[src/pwm_pkg.sv]
// Constants for the dual pulse-width modulator block.
// Assumes an 8-bit register port and external 8-bit timers.
package pwm_pkg;
    // Register port widths
    localparam int ADDR_W = 4;
    localparam int DATA_W = 8;
    localparam int NUM_CH = 2;
    localparam int NUM_EXTRA = 4;
    localparam int DUTY_W = 10;
    // Register indices, four per channel
    localparam logic [3:0] CH_STRIDE = 4'h4;
    localparam logic [1:0] IDX_CTRL = 2'h0;
    localparam logic [1:0] IDX_EXTRA = 2'h1;
    localparam logic [1:0] IDX_DUTY_HI = 2'h2;
    localparam logic [1:0] IDX_DUTY_LO = 2'h3;
    localparam logic [3:0] IDX_TSEL = 4'h8;
    // Control register fields
    localparam int CTRL_EN_BIT = 7;
    localparam int CTRL_OE_BIT = 6;
    localparam int CTRL_OUT_BIT = 5;
    localparam int CTRL_POL_BIT = 4;
    // Timer select fields, one bit per channel
    localparam int TSEL_CH1_BIT = 0;
    localparam int TSEL_CH2_BIT = 2;
    // Low duty register field
    localparam int DUTY_LO_POS = 6;
    // Reset values
    localparam logic [7:0] CTRL_RST = 8'h00;
    localparam logic [7:0] TSEL_RST = 8'h00;
    localparam logic [3:0] EXTRA_RST = 4'h0;
    localparam logic [7:0] DUTY_HI_RST = 8'h00;
    localparam logic [1:0] DUTY_LO_RST = 2'h0;
    localparam logic [7:0] READ_ZERO = 8'h00;
    // Count added to the period for a full-duty check
    localparam logic [10:0] PERIOD_STEP = 11'h004;
endpackage
[src/pwm_dual.sv]
// Dual pulse-width modulator: registers, timer selection, pins.
// Assumes external timers give count, fraction, period and a
// one-cycle clear pulse, all on mclk.
`timescale 1ns/1ps
`default_nettype none
module pwm_dual (
    input wire logic mclk,
    input wire logic reset_n,
    input wire logic por_n,
    input wire logic [3:0] addr,
    input wire logic [7:0] wdata,
    input wire logic wr_stb,
    input wire logic rd_stb,
    output logic [7:0] rdata,
    input wire logic [7:0] timer2_count,
    input wire logic [1:0] timer2_frac,
    input wire logic [7:0] timer2_period,
    input wire logic timer2_clear,
    input wire logic [7:0] timer4_count,
    input wire logic [1:0] timer4_frac,
    input wire logic [7:0] timer4_period,
    input wire logic timer4_clear,
    output logic [1:0] pwm_level,
    output logic [1:0] primary_pin_out,
    output logic [1:0] primary_pin_oe,
    output logic [7:0] extra_pin_out,
    output logic [7:0] extra_pin_oe
);
    // Shared registers
    logic [7:0] tsel_r;
    logic [7:0] rdata_r;
    logic [7:0] read_mux;
    logic tsel_hit;

    // Per-channel signals, index by channel
    logic [7:0] ctrl_rd [2];
    logic [7:0] extra_rd [2];
    logic [7:0] hi_rd [2];
    logic [7:0] lo_rd [2];
    logic [1:0] sel_bits;

    // Time-base views of both timers
    logic [9:0] t2_base;
    logic [9:0] t4_base;

    assign t2_base = {timer2_count, timer2_frac};
    assign t4_base = {timer4_count, timer4_frac};

    // Timer select bits per channel
    // first channel select
    assign sel_bits[0] = tsel_r[pwm_pkg::TSEL_CH1_BIT];
    assign sel_bits[1] = tsel_r[pwm_pkg::TSEL_CH2_BIT];

    // Timer select register decode
    assign tsel_hit = (addr == pwm_pkg::IDX_TSEL);

    // Timer select register, other bits read zero
    always_ff @(posedge mclk or negedge reset_n) begin
        if (!reset_n) begin
            tsel_r <= pwm_pkg::TSEL_RST;
        end else if (wr_stb && tsel_hit) begin
            tsel_r <= wdata & 8'h05;
        end
    end

    genvar ch;
    generate
        for (ch = 0; ch < 2; ch++) begin : g_ch
            logic [3:0] base;
            logic hit;
            logic [1:0] idx;
            logic wr_ctrl;
            logic wr_extra;
            logic wr_hi;
            logic wr_lo;
            logic en_r;
            logic oe_r;
            logic pol_r;
            logic [3:0] xoe_r;
            logic [9:0] duty;
            logic [9:0] count;
            logic [7:0] period;
            logic restart;
            logic level;
            logic active;
            logic pin_r;
            logic pin_oe_r;
            logic [3:0] xpin_r;
            logic [3:0] xoe_pin_r;
            logic flag;

            // Address decode for this channel
            assign base = 4'(ch) * pwm_pkg::CH_STRIDE;
            assign hit = (addr[3:2] == base[3:2]);
            assign idx = addr[1:0];
            assign wr_ctrl = wr_stb && hit &&
                (idx == pwm_pkg::IDX_CTRL);
            assign wr_extra = wr_stb && hit &&
                (idx == pwm_pkg::IDX_EXTRA);
            assign wr_hi = wr_stb && hit &&
                (idx == pwm_pkg::IDX_DUTY_HI);
            assign wr_lo = wr_stb && hit &&
                (idx == pwm_pkg::IDX_DUTY_LO);

            // Control and extra enable registers
            always_ff @(posedge mclk or negedge reset_n) begin
                if (!reset_n) begin
                    en_r <= pwm_pkg::CTRL_RST[pwm_pkg::CTRL_EN_BIT];
                    oe_r <= pwm_pkg::CTRL_RST[pwm_pkg::CTRL_OE_BIT];
                    pol_r <= pwm_pkg::CTRL_RST[pwm_pkg::CTRL_POL_BIT];
                    xoe_r <= pwm_pkg::EXTRA_RST;
                end else begin
                    if (wr_ctrl) begin
                        en_r <= wdata[pwm_pkg::CTRL_EN_BIT];
                        oe_r <= wdata[pwm_pkg::CTRL_OE_BIT];
                        pol_r <= wdata[pwm_pkg::CTRL_POL_BIT];
                    end
                    if (wr_extra) begin
                        xoe_r <= wdata[3:0];
                    end
                end
            end

            // Duty registers kept across ordinary resets
            pwm_duty_store u_duty (
                .mclk(mclk),
                .por_n(por_n),
                .wr_hi(wr_hi),
                .wr_lo(wr_lo),
                .wdata(wdata),
                .duty_hi(hi_rd[ch]),
                .duty_lo(lo_rd[ch]),
                .duty(duty)
            );

            assign count = sel_bits[ch] ? t4_base : t2_base;
            assign period = sel_bits[ch] ? timer4_period :
                timer2_period;
            assign restart = sel_bits[ch] ? timer4_clear :
                timer2_clear;

            // compare core holds its output inactive unless enabled
            pwm_modulator u_mod (
                .mclk(mclk),
                .reset_n(reset_n),
                .enable(en_r),
                .polarity(pol_r),
                .restart(restart),
                .count(count),
                .period(period),
                .duty_in(duty),
                .level(level),
                .raw_active(active)
            );

            assign flag = en_r & level;

            // Pin registers
            always_ff @(posedge mclk or negedge reset_n) begin
                if (!reset_n) begin
                    pin_r <= 1'b0;
                    pin_oe_r <= 1'b0;
                    xpin_r <= 4'h0;
                    xoe_pin_r <= 4'h0;
                end else begin
                    pin_r <= level;
                    // primary pin gated by bit 6
                    pin_oe_r <= oe_r;
                    xpin_r <= {4{level}};
                    xoe_pin_r <= xoe_r;
                end
            end

            // Register read views
            assign ctrl_rd[ch] = {en_r, oe_r, flag, pol_r, 4'h0};
            assign extra_rd[ch] = {4'h0, xoe_r};

            // Output ports of this channel
            assign pwm_level[ch] = level;
            assign primary_pin_out[ch] = pin_r;
            assign primary_pin_oe[ch] = pin_oe_r;
            assign extra_pin_out[ch*4 +: 4] = xpin_r;
            assign extra_pin_oe[ch*4 +: 4] = xoe_pin_r;
        end
    endgenerate

    // Read selection, unmapped reads zero
    always_comb begin
        read_mux = pwm_pkg::READ_ZERO;
        unique case (addr)
            4'h0: read_mux = ctrl_rd[0];
            4'h1: read_mux = extra_rd[0];
            4'h2: read_mux = hi_rd[0];
            4'h3: read_mux = lo_rd[0];
            4'h4: read_mux = ctrl_rd[1];
            4'h5: read_mux = extra_rd[1];
            4'h6: read_mux = hi_rd[1];
            4'h7: read_mux = lo_rd[1];
            4'h8: read_mux = tsel_r;
            default: read_mux = pwm_pkg::READ_ZERO;
        endcase
    end

    // Read data stands one cycle after the strobe only
    always_ff @(posedge mclk or negedge reset_n) begin
        if (!reset_n) begin
            rdata_r <= pwm_pkg::READ_ZERO;
        end else begin
            rdata_r <= rd_stb ? read_mux : pwm_pkg::READ_ZERO;
        end
    end

    assign rdata = rdata_r;
endmodule
`default_nettype wire

[src/pwm_duty_store.sv]
// Software-visible duty value of one channel.
// Assumes por_n is the power-on/brown-out reset only.
`timescale 1ns/1ps
`default_nettype none
module pwm_duty_store (
    input wire logic mclk,
    input wire logic por_n,
    input wire logic wr_hi,
    input wire logic wr_lo,
    input wire logic [7:0] wdata,
    output logic [7:0] duty_hi,
    output logic [7:0] duty_lo,
    output logic [9:0] duty
);
    logic [7:0] hi_r;
    logic [1:0] lo_r;

    always_ff @(posedge mclk or negedge por_n) begin
        if (!por_n) begin
            hi_r <= pwm_pkg::DUTY_HI_RST;
            lo_r <= pwm_pkg::DUTY_LO_RST;
        end else begin
            if (wr_hi) begin
                hi_r <= wdata;
            end
            if (wr_lo) begin
                lo_r <= wdata[7:pwm_pkg::DUTY_LO_POS];
            end
        end
    end

    assign duty_hi = hi_r;
    assign duty_lo = {lo_r, 6'h00};
    assign duty = {hi_r, lo_r};
endmodule
`default_nettype wire

[src/pwm_modulator.sv]
// Compare core of one channel: buffered duty against the time base.
// Assumes restart pulses in the cycle the timer clears.
`timescale 1ns/1ps
`default_nettype none
module pwm_modulator (
    input wire logic mclk,
    input wire logic reset_n,
    input wire logic enable,
    input wire logic polarity,
    input wire logic restart,
    input wire logic [9:0] count,
    input wire logic [7:0] period,
    input wire logic [9:0] duty_in,
    output logic level,
    output logic raw_active
);
    logic [9:0] buf_r;
    logic [9:0] buf_nxt;
    logic active_r;
    logic active_nxt;
    logic [10:0] full_limit;
    logic full_duty;
    logic match;

    assign buf_nxt = restart ? duty_in : buf_r;
    // duty at or beyond period never clears
    assign full_limit = {1'b0, period, 2'b00} + pwm_pkg::PERIOD_STEP;
    assign full_duty = {1'b0, buf_nxt} >= full_limit;
    assign match = (count == buf_nxt) && !full_duty;

    // set on restart, zero duty stays off
    always_comb begin
        if (!enable) begin
            active_nxt = 1'b0;
        end else if (restart) begin
            active_nxt = (duty_in != 10'h000);
        end else if (match) begin
            active_nxt = 1'b0;
        end else begin
            active_nxt = active_r;
        end
    end

    // Buffer and output state
    always_ff @(posedge mclk or negedge reset_n) begin
        if (!reset_n) begin
            buf_r <= 10'h000;
            active_r <= 1'b0;
        end else begin
            buf_r <= buf_nxt;
            active_r <= active_nxt;
        end
    end

    assign level = active_r ^ polarity;
    assign raw_active = active_r;
endmodule
`default_nettype wire

[config.mk]
export PLATFORM = sky130hd
export DESIGN_NAME = pwm_dual
export DESIGN_NICKNAME = d
export VERILOG_FILES = /design/src/pwm_pkg.sv /design/src/pwm_dual.sv /design/src/pwm_duty_store.sv /design/src/pwm_modulator.sv
export SDC_FILE = /design/constraint.sdc
export NUM_CORES = 1
export LEC_CHECK = 0
export BUFFER_PORTS_ARGS = -buffer_cell sky130_fd_sc_hd__clkbuf_2
export CORE_ASPECT_RATIO = 1.1
export CORE_UTILIZATION = 50
export CTS_BUF_LIST = sky130_fd_sc_hd__clkbuf_4
export DETAILED_ROUTE_END_ITERATION = 12
export PLACE_DENSITY = 0.72
export SETUP_SLACK_MARGIN = 0.15
export SLEW_MARGIN = 0
export SYNTH_ARGS = -nofsm -noshare
export SYNTH_HDL_FRONTEND = slang
export SYNTH_SLANG_ARGS = --single-unit
[constraint.sdc]
create_clock -name mclk -period 3.5 [get_ports mclk]
set_clock_uncertainty 0.1 [all_clocks]
set_input_delay 0.175 -clock mclk [delete_from_list [all_inputs] [get_ports mclk]]
set_output_delay 0.175 -clock mclk [all_outputs]
set_load 0.005 [all_outputs]
==> flow_summary.json, run 1 <==
{
  "status": "finished clean",
  "yosysWarnings": 0,
  "syn_nets": 483,
  "initial_core_util_pct": 52.0,
  "yosys-top-cells-area": "dfrtp_1 42%, mux2_2 13%, mux2i_1 9.3%",
  "final_cell_mix": "84 x clkbuf_2, 76 x dfrtp_1, 54 x mux2_2",
  "insertion_delay_ps": 440,
  "grt_antenna_before_repair": 0,
  "switching_share_pct": 37.1,
  "htree_levels": 3,
  "drtIter0Drc": 131,
  "wirelength_mm": 11.1,
  "critical_path_class": "reg -> reg",
  "power_mw": 3.00,
  "final_common_cell": "clkbuf_2",
  "cts_tree": "built",
  "die_h_um": 103,
  "critPathCaptureType": "register",
  "core-area_mm2": 0.00892,
  "drive_gt1_share_pct": 34.8,
  "clkTransAtPathRegs_ps": 130,
  "finalCriticalPeriod_ps": 3150,
  "dp_slack_ps": 188,
  "max_freq_mhz": 318,
  "first_pass_iters": 4,
  "min_period_over_period_pct": 89.9,
  "synth_cell_type_count": 49,
  "vias": 3464,
  "drv_cap": 0,
  "synth_edf_count": 0,
  "worstPathArrival_ps": 3360,
  "cts_sinks": 78,
  "grt_max_degree": 31,
  "synth_area_per_cell_um2": 11.3,
  "setup_viol": 0,
  "synth_seq_cells": 78,
  "area_growth_pct": 15.8,
  "pwr-share-comb_pct": 40.0,
  "place_congestion": 0.950,
  "via_per_inst": 5.61,
  "rsz0062_at_grt": "false",
  "hold_viol": 0,
  "whs_ps": 95.3,
  "ir_worst_vdd_v": 0.000179,
  "antenna_left": 0,
  "port_buffers": 84,
  "die_w_um": 93.8,
  "hold_class": "in -> reg",
  "io_pins": 85,
  "worstPathRequired_ps": 3720,
  "nets": 571,
  "grt_usage_pct": 24.7,
  "synth-seq-area-share_pct": 42.1,
  "setup_tns_ps": 0,
  "synth-main-ff-cell": "dfrtp_1",
  "dp_hpwl_mm": 8.70,
  "placementRows": 36,
  "synth_area_leader_cell": "dfrtp_1",
  "die-area_mm2": 0.00966,
  "clockBufferDepth": 2,
  "overflow": 0,
  "power_density_mw_per_mm2": 559,
  "root_buffer": "clkbuf_4",
  "avgRoutedWirePerCell_um": 18.0,
  "synth_area_mm2": 0.00463,
  "remaining_drc_errors": 0,
  "start_kind": "register",
  "fin_ws_ps": 354,
  "grt_pass1_vias": 3463,
  "relSlewSlack_pct": 51.0,
  "synth_top_area_share_pct": 42.1,
  "drv_slew": 0,
  "cts_buffers": 9,
  "p_leak_nw": 2.52,
  "crit_fanout": 14,
  "netlist_instances": 410,
  "grt_first_pass_wirelength_mm": 17.8,
  "power.share.sequential_pct": 43.9,
  "ys_async_sr_fraction_pct": 100,
  "power.switching_mw": 1.11,
  "p_int_mw": 1.89,
  "worstMarginPinSlew_ps": 731,
  "clkPwrFrac_pct": 16.1
}
-- path summary, 6_finish.rpt --
path	slack, ps	start	endpoint	cells past startpoint
setup / recovery	350	tsel_r[0]	g_ch[0].u_mod.raw_active	13
hold / removal	100	addr[1]	rdata[7]	3
setup reg to reg	350	tsel_r[0]	g_ch[0].u_mod.raw_active	13
hold reg to reg	320	g_ch[1].xoe_r[3]	g_ch[1].xoe_pin_r[3]	0
max in group asynchronous	2170	reset_n	tsel_r[2]	3
min in group asynchronous	150	por_n	g_ch[1].u_duty.duty_hi[3]	2
-- per-layer routing --
metal	track usage (%)	share of wire [%]
met1	30.8	43
met3	4.72	5.3
met5	0	0
met2	43.2	50
met4	8.05	1.5
-- power groups by stage --
| stage | clock, mW | sequential (mW) | combinational (mW) |
|---|---|---|---|
| 3_3_place_gp | 0 | 1.32 | 1.13 |
| 4_1_cts | 0.501 | 1.32 | 1.19 |
| 2_1_floorplan | 0 | 1.25 | 0.936 |
| 6_report | 0.484 | 1.32 | 1.20 |
| 3_5_place_dp | 0 | 1.34 | 1.17 |
| 5_1_grt | 0.536 | 1.35 | 1.33 |
-- area by class of cell --
cell class | instances | area (µm²)
multi-input cells | 288 | 2460
clock inverters | 7 | 56.3
repair buffers | 107 | 626
well taps | 114 | 143
inverters | 14 | 52.6
diodes | 1 | 2.50
fillers | 787 | 3550
clock buffers | 9 | 67.6
flip-flops and latches | 78 | 1950
-- registers in the layout (all words and copies together) (netlist names) --
name	count
g_ch.pol_r	2
g_ch.u_mod.buf_r	20
g_ch.u_mod.raw_active	2
tsel_r	2
rdata	8
g_ch.oe_r	2
g_ch.en_r	2
g_ch.xoe_pin_r	8
g_ch.u_duty.lo_r	4
g_ch.u_duty.duty_hi	16
g_ch.xpin_r	2
g_ch.pin_oe_r	2
g_ch.xoe_r	8
-- synth_stat cells (7+ instances only) --
master / n
inv_1: 14
mux2_2: 54
ha_1: 18
buf_4: 16
xor2_1: 16
mux2i_1: 43
nand3_1: 22
nor4_1: 8
nand2_1: 14
nor2_1: 13
clkbuf_1: 9
o21ai_0: 13
dfrtp_1: 78
a21oi_1: 7
xnor2_1: 20
-- logic make-up (layout without fill, tap and decap cells) --
family                   after synthesis  count (layout)  synth area share [%]
multiplexers                         101             101                  24.0
AND/OR/NAND/NOR                       88              88                  10.4
flip-flops                            78              78                  42.1
AO/OA/AOI/OAI                         45              45                  6.54
buffers and inverters                 44             137                  5.27
XOR/XNOR                              36              36                  6.81
adder cells (fa/ha/maj)               18              18                  4.86
other                                  0               1                     0
-- metrics by stage --
step | instances | cell area (µm²) | utilization (%)
floorplan | 410 | 4630 | -
global placement | 586 | 5060 | 56.8
detailed placement | 586 | 5060 | 56.8
CTS | 615 | 5320 | 59.7
global route | 617 | 5360 | 60.1
finish | 618 | 5370 | 60.2
-- timing repair --
action                     CTS  global route
buffers inserted             0             2
setup endpoints to repair    1             2
hold endpoints to repair    90             0
gates resized for setup      1             6
hold buffers                13             0
-- critical path, stage by stage (launching register included) --
cell	delay, ps
dfrtp_2	530
nand3b_1	250
a2111oi_4	450
nand3_1	140
xor2_1	160
nand2_1	60
o21ai_0	80
ha_1	310
a21oi_1	200
a21boi_0	240
a41o_1	130
a41oi_1	40
and4bb_1	290
o21ai_1	70
Note: power is estimated with default switching activity, not from simulation.
==> run 2, diff against run 1 <==
--- a/config.mk
+++ b/config.mk
@@ -10,9 +10,11 @@
 export CORE_UTILIZATION = 50
 export CTS_BUF_LIST = sky130_fd_sc_hd__clkbuf_4
 export DETAILED_ROUTE_END_ITERATION = 12
-export PLACE_DENSITY = 0.72
+export GPL_TIMING_DRIVEN = 0
+export PLACE_DENSITY = 0.71
 export SETUP_SLACK_MARGIN = 0.15
 export SLEW_MARGIN = 0
 export SYNTH_ARGS = -nofsm -noshare
 export SYNTH_HDL_FRONTEND = slang
+export SYNTH_HIERARCHICAL = 1
 export SYNTH_SLANG_ARGS = --single-unit
==> constraint.sdc (replaced) <==
create_clock -name mclk -period 3.45 [get_ports mclk]
set_clock_uncertainty 0.1 [all_clocks]
set_input_delay 0.1725 -clock mclk [delete_from_list [all_inputs] [get_ports mclk]]
set_output_delay 0.1725 -clock mclk [all_outputs]
set_load 0.005 [all_outputs]
==> run 2 against run 1 <==
  * Combinational power grew 22%
  * Non-clock buffer count grew 56
  * Sequential power about the same
  * Fmax rose by 1.3%
  * Via count rose by 6.5%
  * Critical path type unchanged
  * Highest routed layer unchanged
==> flow_summary.json, run 2 <==
{
  "status": "finished clean",
  "whs_endpoint": "rdata[4]",
  "port_buffers": 82,
  "htree_levels": 3,
  "min_period_over_period_pct": 90.0,
  "final_common_cell": "clkbuf_2",
  "placementRows": 38,
  "ir_worst_vdd_v": 0.000202,
  "overflow": 0,
  "synth_common_cells": "78 x dfrtp_1, 72 x mux2_2, 47 x buf_4, 25 x mux2_4, 22 x nand3_1",
  "finalCriticalPeriod_ps": 3110,
  "yosysMostFrequentCell": "dfrtp_1",
  "grt_max_degree": 59,
  "initial_core_util_pct": 51.9,
  "relSlewSlack_pct": 52.1,
  "rr_startpoint": "tsel_r[2]",
  "grt_pass1_vias": 3706,
  "worstMarginPinSlew_ps": 719,
  "synth_area_mm2": 0.00518,
  "avgRoutedWirePerCell_um": 17.2,
  "reg2regPathDepth": 13,
  "clockBufferDepth": 2,
  "setup_tns_ps": 0,
  "core-area_mm2": 0.00998,
  "rsz0062_at_grt": "true",
  "wirelength_mm": 11.9,
  "r2r_end": "g_ch[1].u_mod/raw_active",
  "netlist_instances": 445,
  "synth_fa_ha_area_share_pct": 4.35,
  "synth_seq_cells": 78,
  "synth-compound-area-share_pct": 4.91,
  "p_leak_nw": 2.95,
  "critical_path_class": "reg -> reg",
  "hold_viol": 0,
  "drv_slew": 0,
  "root_buffer": "clkbuf_4",
  "ys_async_sr_fraction_pct": 100,
  "drv_cap": 0,
  "die_h_um": 109,
  "grt_antenna_before_repair": 0,
  "via_per_inst": 5.35,
  "synth_area_leader_cell": "dfrtp_1",
  "power_density_mw_per_mm2": 566,
  "n_antenna_cell": 0,
  "grt_usage_pct": 23.7,
  "dp_hpwl_mm": 9.22,
  "largest_reg_flops": 20,
  "synth-simple-area-share_pct": 10.8,
  "vias": 3688,
  "worstPathArrival_ps": 3350,
  "area_growth_pct": 18.3,
  "grt_first_pass_wirelength_mm": 19.1,
  "critPathCaptureType": "register",
  "nets": 637,
  "hold_class": "in -> reg",
  "cts_sinks": 78,
  "holdPathStages": 4,
  "die-area_mm2": 0.0108,
  "clkTransAtPathRegs_ps": 130,
  "worstPathRequired_ps": 3690,
  "yosys-top-cells-area": "dfrtp_1 38%, mux2_2 16%, mux2_4 7.2%",
  "synth-seq-area-share_pct": 37.7,
  "synthMuxAreaShare_pct": 25.6,
  "yosysWarnings": 6,
  "fillers": 862,
  "remaining_drc_errors": 0,
  "first_pass_iters": 4,
  "setup_viol": 0,
  "synth-xor-area-share_pct": 5.90,
  "fin_util_pct": 61.3,
  "synth-main-ff-cell": "dfrtp_1",
  "crit_fanout": 10,
  "synth_top_area_share_pct": 37.7,
  "antenna_left": 0,
  "rrSetupSlack_ps": 340,
  "cts_tree": "built",
  "place_congestion": 0.919,
  "synth_cell_type_count": 52,
  "die_w_um": 99.0,
  "io_pins": 85,
  "regMostFlops": "g_ch.u_mod/buf_r",
  "final_cells": 689,
  "synth_area_per_cell_um2": 11.6,
  "dpl.cell_count": 657,
  "synth_edf_count": 0,
  "drive_gt1_share_pct": 48.0,
  "hold_path_startpoint": "addr[2]",
  "synth_top_family_by_area": "multiplexers",
  "final_cell_mix": "82 x clkbuf_2, 78 x dfrtp_1, 72 x mux2_2",
  "start_kind": "register",
  "drtIter0Drc": 97,
  "max_freq_mhz": 322,
  "cts_buffers": 9,
  "insertion_delay_ps": 440
}
-- run 2: changes by cell type after synthesis, sizes merged, moves of 5 or more --
cell / previous run / this run
nand4: 1 / 6
mux2: 55 / 97
a22oi: 5 / 0
o21ai: 15 / 9
buf: 21 / 63
clkbuf: 9 / 2
nand2: 14 / 6
mux2i: 44 / 11
a31oi: 2 / 7
and3: 4 / 12
-- run 2: cells by family (layout without fill, tap and decap cells) --
group           after synthesis  in the layout
compound gates               36             36
other cells                   2             12
flops                        78             78
fa+ha+maj                    18             18
simple gates                 91             91
mux                         109            109
buf+inv                      77            191
xor+xnor                     34             34
-- run 2: worst max-delay path: stages (launching register included) --
cell and delay (ps):
dfrtp_1 400, buf_4 200, mux2_2 380, ha_1 220, and3_1 230, nand3_1 110
xor2_1 180, ha_1 270, a21o_1 160, a21oi_1 130, a31oi_1 60, nor4_1 280
and3_1 220, o21ai_1 70
-- run 2: worst max path at each step --
stage	startpoint	endpoint	slack, ps
5_1_grt	tsel_r[0]	g_ch[0].u_mod/raw_active	140
6_report	tsel_r[2]	g_ch[1].u_mod/raw_active	340
3_3_place_gp	tsel_r[0]	g_ch[0].u_mod/raw_active	280
2_1_floorplan	tsel_r[2]	g_ch[1].u_mod/raw_active	630
3_5_place_dp	tsel_r[0]	g_ch[0].u_mod/raw_active	240
4_1_cts	tsel_r[0]	g_ch[0].u_mod/raw_active	210
-- run 2: area by class of cell --
| type | instances | area (µm²) | area share (%) |
|---|---|---|---|
| Timing Repair Buffer | 98 | 563 | 9.19 |
| Multi-Input combinational cell | 300 | 2720 | 44.4 |
| Sequential cell | 78 | 1950 | 31.9 |
| Buffer | 65 | 507 | 8.28 |
| Clock buffer | 10 | 75.1 | 1.23 |
| Inverter | 12 | 45.0 | 0.736 |
| Tap cell | 120 | 150 | 2.45 |
| Clock inverter | 6 | 110 | 1.80 |
-- run 2: power by group --
| part | switching [mW] | leakage (nW) | internal, mW |
|---|---|---|---|
| Sequential | 0.167 | 0.971 | 1.14 |
| Combinational | 0.625 | 1.88 | 0.831 |
| Clock | 0.327 | 0.0926 | 0.373 |
| Total | 1.12 | 2.95 | 2.35 |
-- run 2: per-stage QoR --
step                      cell area, µm²  power, mW  worst slack, ps  hold WS [ps]
after detailed placement            5780       2.76              240          57.3
after global routing                6120       3.69              137          39.1
after CTS                           6080       3.47              207          12.7
after global placement              5780       2.71              279          51.0
final                               6120       3.47              343          26.1
after floorplan                     5220       2.34              632          -223
-- run 2: per-layer routing --
layer | vias to the layer above | GRT usage, % | part of all wire, %
met1 | 1764 | 28.6 | 44
met2 | 132 | 41.2 | 49
li1 | 1778 | - | -
met4 | 0 | 10.6 | 2.3
met5 | - | 0 | 0
met3 | 14 | 4.49 | 4.8
-- run 2: repair_timing --
item,CTS,global route
buffers inserted,0,4
hold buffers,12,0
hold endpoints to repair,104,0
endpoints found under the setup margin,0,2
gates resized for setup,0,4
==> run 3, diff against run 2 <==
--- a/config.mk
+++ b/config.mk
@@ -6,12 +6,14 @@
 export NUM_CORES = 1
 export LEC_CHECK = 0
 export BUFFER_PORTS_ARGS = -buffer_cell sky130_fd_sc_hd__clkbuf_2
+export CELL_PAD_IN_SITES_DETAIL_PLACEMENT = 0
+export CELL_PAD_IN_SITES_GLOBAL_PLACEMENT = 1
 export CORE_ASPECT_RATIO = 1.1
-export CORE_UTILIZATION = 50
+export CORE_UTILIZATION = 47
 export CTS_BUF_LIST = sky130_fd_sc_hd__clkbuf_4
 export DETAILED_ROUTE_END_ITERATION = 12
 export GPL_TIMING_DRIVEN = 0
-export PLACE_DENSITY = 0.71
+export PLACE_DENSITY = 0.82
 export SETUP_SLACK_MARGIN = 0.15
 export SLEW_MARGIN = 0
 export SYNTH_ARGS = -nofsm -noshare
==> run 3 against run 2 <==
  * Utilization down 4.1 points
  * Sequential share of layout area increased by 0.46 points
  * Wire length fell by 1.3%
==> flow_summary.json, run 3 (synthesis gave the netlist of run 2 again) <==
{
  "cts_tree": "built",
  "first_pass_iters": 4,
  "post-cts-setup-buffer-count": 0,
  "avgRoutedWirePerCell_um": 16.5,
  "grt_usage_pct": 22.0,
  "pwr-share-comb_pct": 44.7,
  "regMostFlops": "g_ch.u_mod/buf_r",
  "place_congestion": 0.887,
  "critical_path_class": "reg -> reg",
  "p_leak_nw": 2.89,
  "port_buffers": 82,
  "start_kind": "register",
  "largest_reg_flops": 20,
  "antenna_left": 0,
  "drive_gt1_share_pct": 46.7,
  "insertion_delay_ps": 430,
  "grt_max_degree": 59,
  "io_pins": 85,
  "clockBufferDepth": 2,
  "critPathCaptureType": "register",
  "setup_tns_ps": 0,
  "finalCriticalPeriod_ps": 3240,
  "fin_area_mm2": 0.00604,
  "clkTransAtPathRegs_ps": 120,
  "dp_slack_ps": 225,
  "htree_levels": 3,
  "cp_cell_sequence": "clkbuf_4 -> mux2_2 -> ha_1 -> and3_1 -> nand3_1 -> xor2_1 -> ha_1 -> a21oi_1 -> nor2b_1 -> o21ai_0 -> nand4_1 -> nor3_1 -> o21ai_1",
  "wirelength_mm": 11.7,
  "ir_worst_vdd_v": 0.000212,
  "grt_pass1_vias": 3647,
  "rsz0062_at_grt": "true",
  "min_period_over_period_pct": 94.0,
  "power_density_mw_per_mm2": 529,
  "crit_fanout": 10,
  "final_cell_mix": "82 x clkbuf_2, 78 x dfrtp_1, 72 x mux2_2",
  "nets": 633,
  "drv_slew": 0,
  "cts_buffers": 9,
  "core-area_mm2": 0.0105,
  "worstMarginPinSlew_ps": 702,
  "power.share.sequential_pct": 41.2,
  "final_common_cell": "clkbuf_2",
  "die_h_um": 112,
  "via_per_inst": 5.12,
  "setup_viol": 0,
  "hold_class": "in -> reg",
  "max_freq_mhz": 308,
  "placementRows": 39,
  "p_int_mw": 2.11,
  "n_antenna_cell": 0,
  "worstPathArrival_ps": 3450,
  "power.switching_mw": 1.08,
  "dpl-instance-area_mm2": 0.00580,
  "clkPwrFrac_pct": 14.1,
  "drv_cap": 0,
  "die-area_mm2": 0.0114,
  "status": "finished clean",
  "vias": 3626,
  "path_common_cell": "ha_1",
  "cts_sinks": 78,
  "die_w_um": 102,
  "remaining_drc_errors": 0,
  "critPathMaxStageDelay_ps": 420,
  "root_buffer": "clkbuf_4",
  "hold_viol": 0,
  "grt_antenna_before_repair": 0,
  "cp_slowest_cell": "dfrtp_1",
  "switching_share_pct": 34.0,
  "grt_first_pass_wirelength_mm": 19.0,
  "worstPathRequired_ps": 3650,
  "relSlewSlack_pct": 53.2,
  "initial_core_util_pct": 49.1,
  "fin_ws_ps": 208,
  "dp_hpwl_mm": 9.20,
  "drtIter0Drc": 83,
  "fin_util_pct": 57.3,
  "overflow": 0,
  "area_growth_pct": 16.6
}
run 3: routing by layer:
metal	GRT usage [%]	vias up	wire length (µm)
met4	7.14	0	196
met1	28.2	1744	5120
li1	-	1771	-
met3	4.23	12	457
met2	37.2	99	5930
met5	0	-	0
run 3: critical path, delay by kind of cell (launching register included):
kind	cells	cell delay, ps
muxes	1	420
DFF	1	420
xor gates and xnor gates	1	170
adders and majority gates	2	500
AOI/OAI and AO/OA	3	440
and+or+nand+nor	5	830
buffers and inverters	1	240
run 3: final cells by class:
type                            count  area [µm²]
Clock inverter                      6        28.8
Clock buffer                       10        75.1
Multi-Input combinational cell    300        2720
Fill cell                         952        4500
Tap cell                          143         179
Inverter                           12        45.0
Sequential cell                    78        1950
Timing Repair Buffer               94         533
Buffer                             65         507
run 3: power groups by stage:
stage | sequential (mW) | clock [mW] | combinational (mW)
final | 1.32 | 0.450 | 1.42
after global routing | 1.34 | 0.501 | 1.58
after CTS | 1.32 | 0.469 | 1.44
after detailed placement | 1.34 | 0 | 1.42
after global placement | 1.32 | 0 | 1.39
after floorplan | 1.27 | 0 | 1.07
run 3: path summary, 6_finish.rpt:
kind | from | to | slack [ps] | cells after the start
max | tsel_r[0] | g_ch[0].u_mod/raw_active | 210 | 13
max in group asynchronous | reset_n | g_ch[0].en_r | 2540 | 2
max reg2reg | tsel_r[0] | g_ch[0].u_mod/raw_active | 210 | 13
min reg2reg | g_ch[0].xoe_r[3] | g_ch[0].xoe_pin_r[3] | 320 | 0
min in group asynchronous | por_n | g_ch[1].u_duty/duty_hi[3] | 140 | 2
min | addr[2] | rdata[3] | 60 | 4
run 3: through the flow:
stage	cells	power, mW	hold slack [ps]
2_1_floorplan	455	2.34	-223
3_3_place_gp	680	2.71	47.0
3_5_place_dp	680	2.76	52.6
4_1_cts	708	3.22	25.3
5_1_grt	708	3.43	67.5
6_report	708	3.19	55.1
run 3: timing repair:
action | CTS | global route
hold buffers | 12 | 0
resized for setup | 0 | 2
setup endpoints to repair | 0 | 2
hold endpoints to repair | 89 | 0
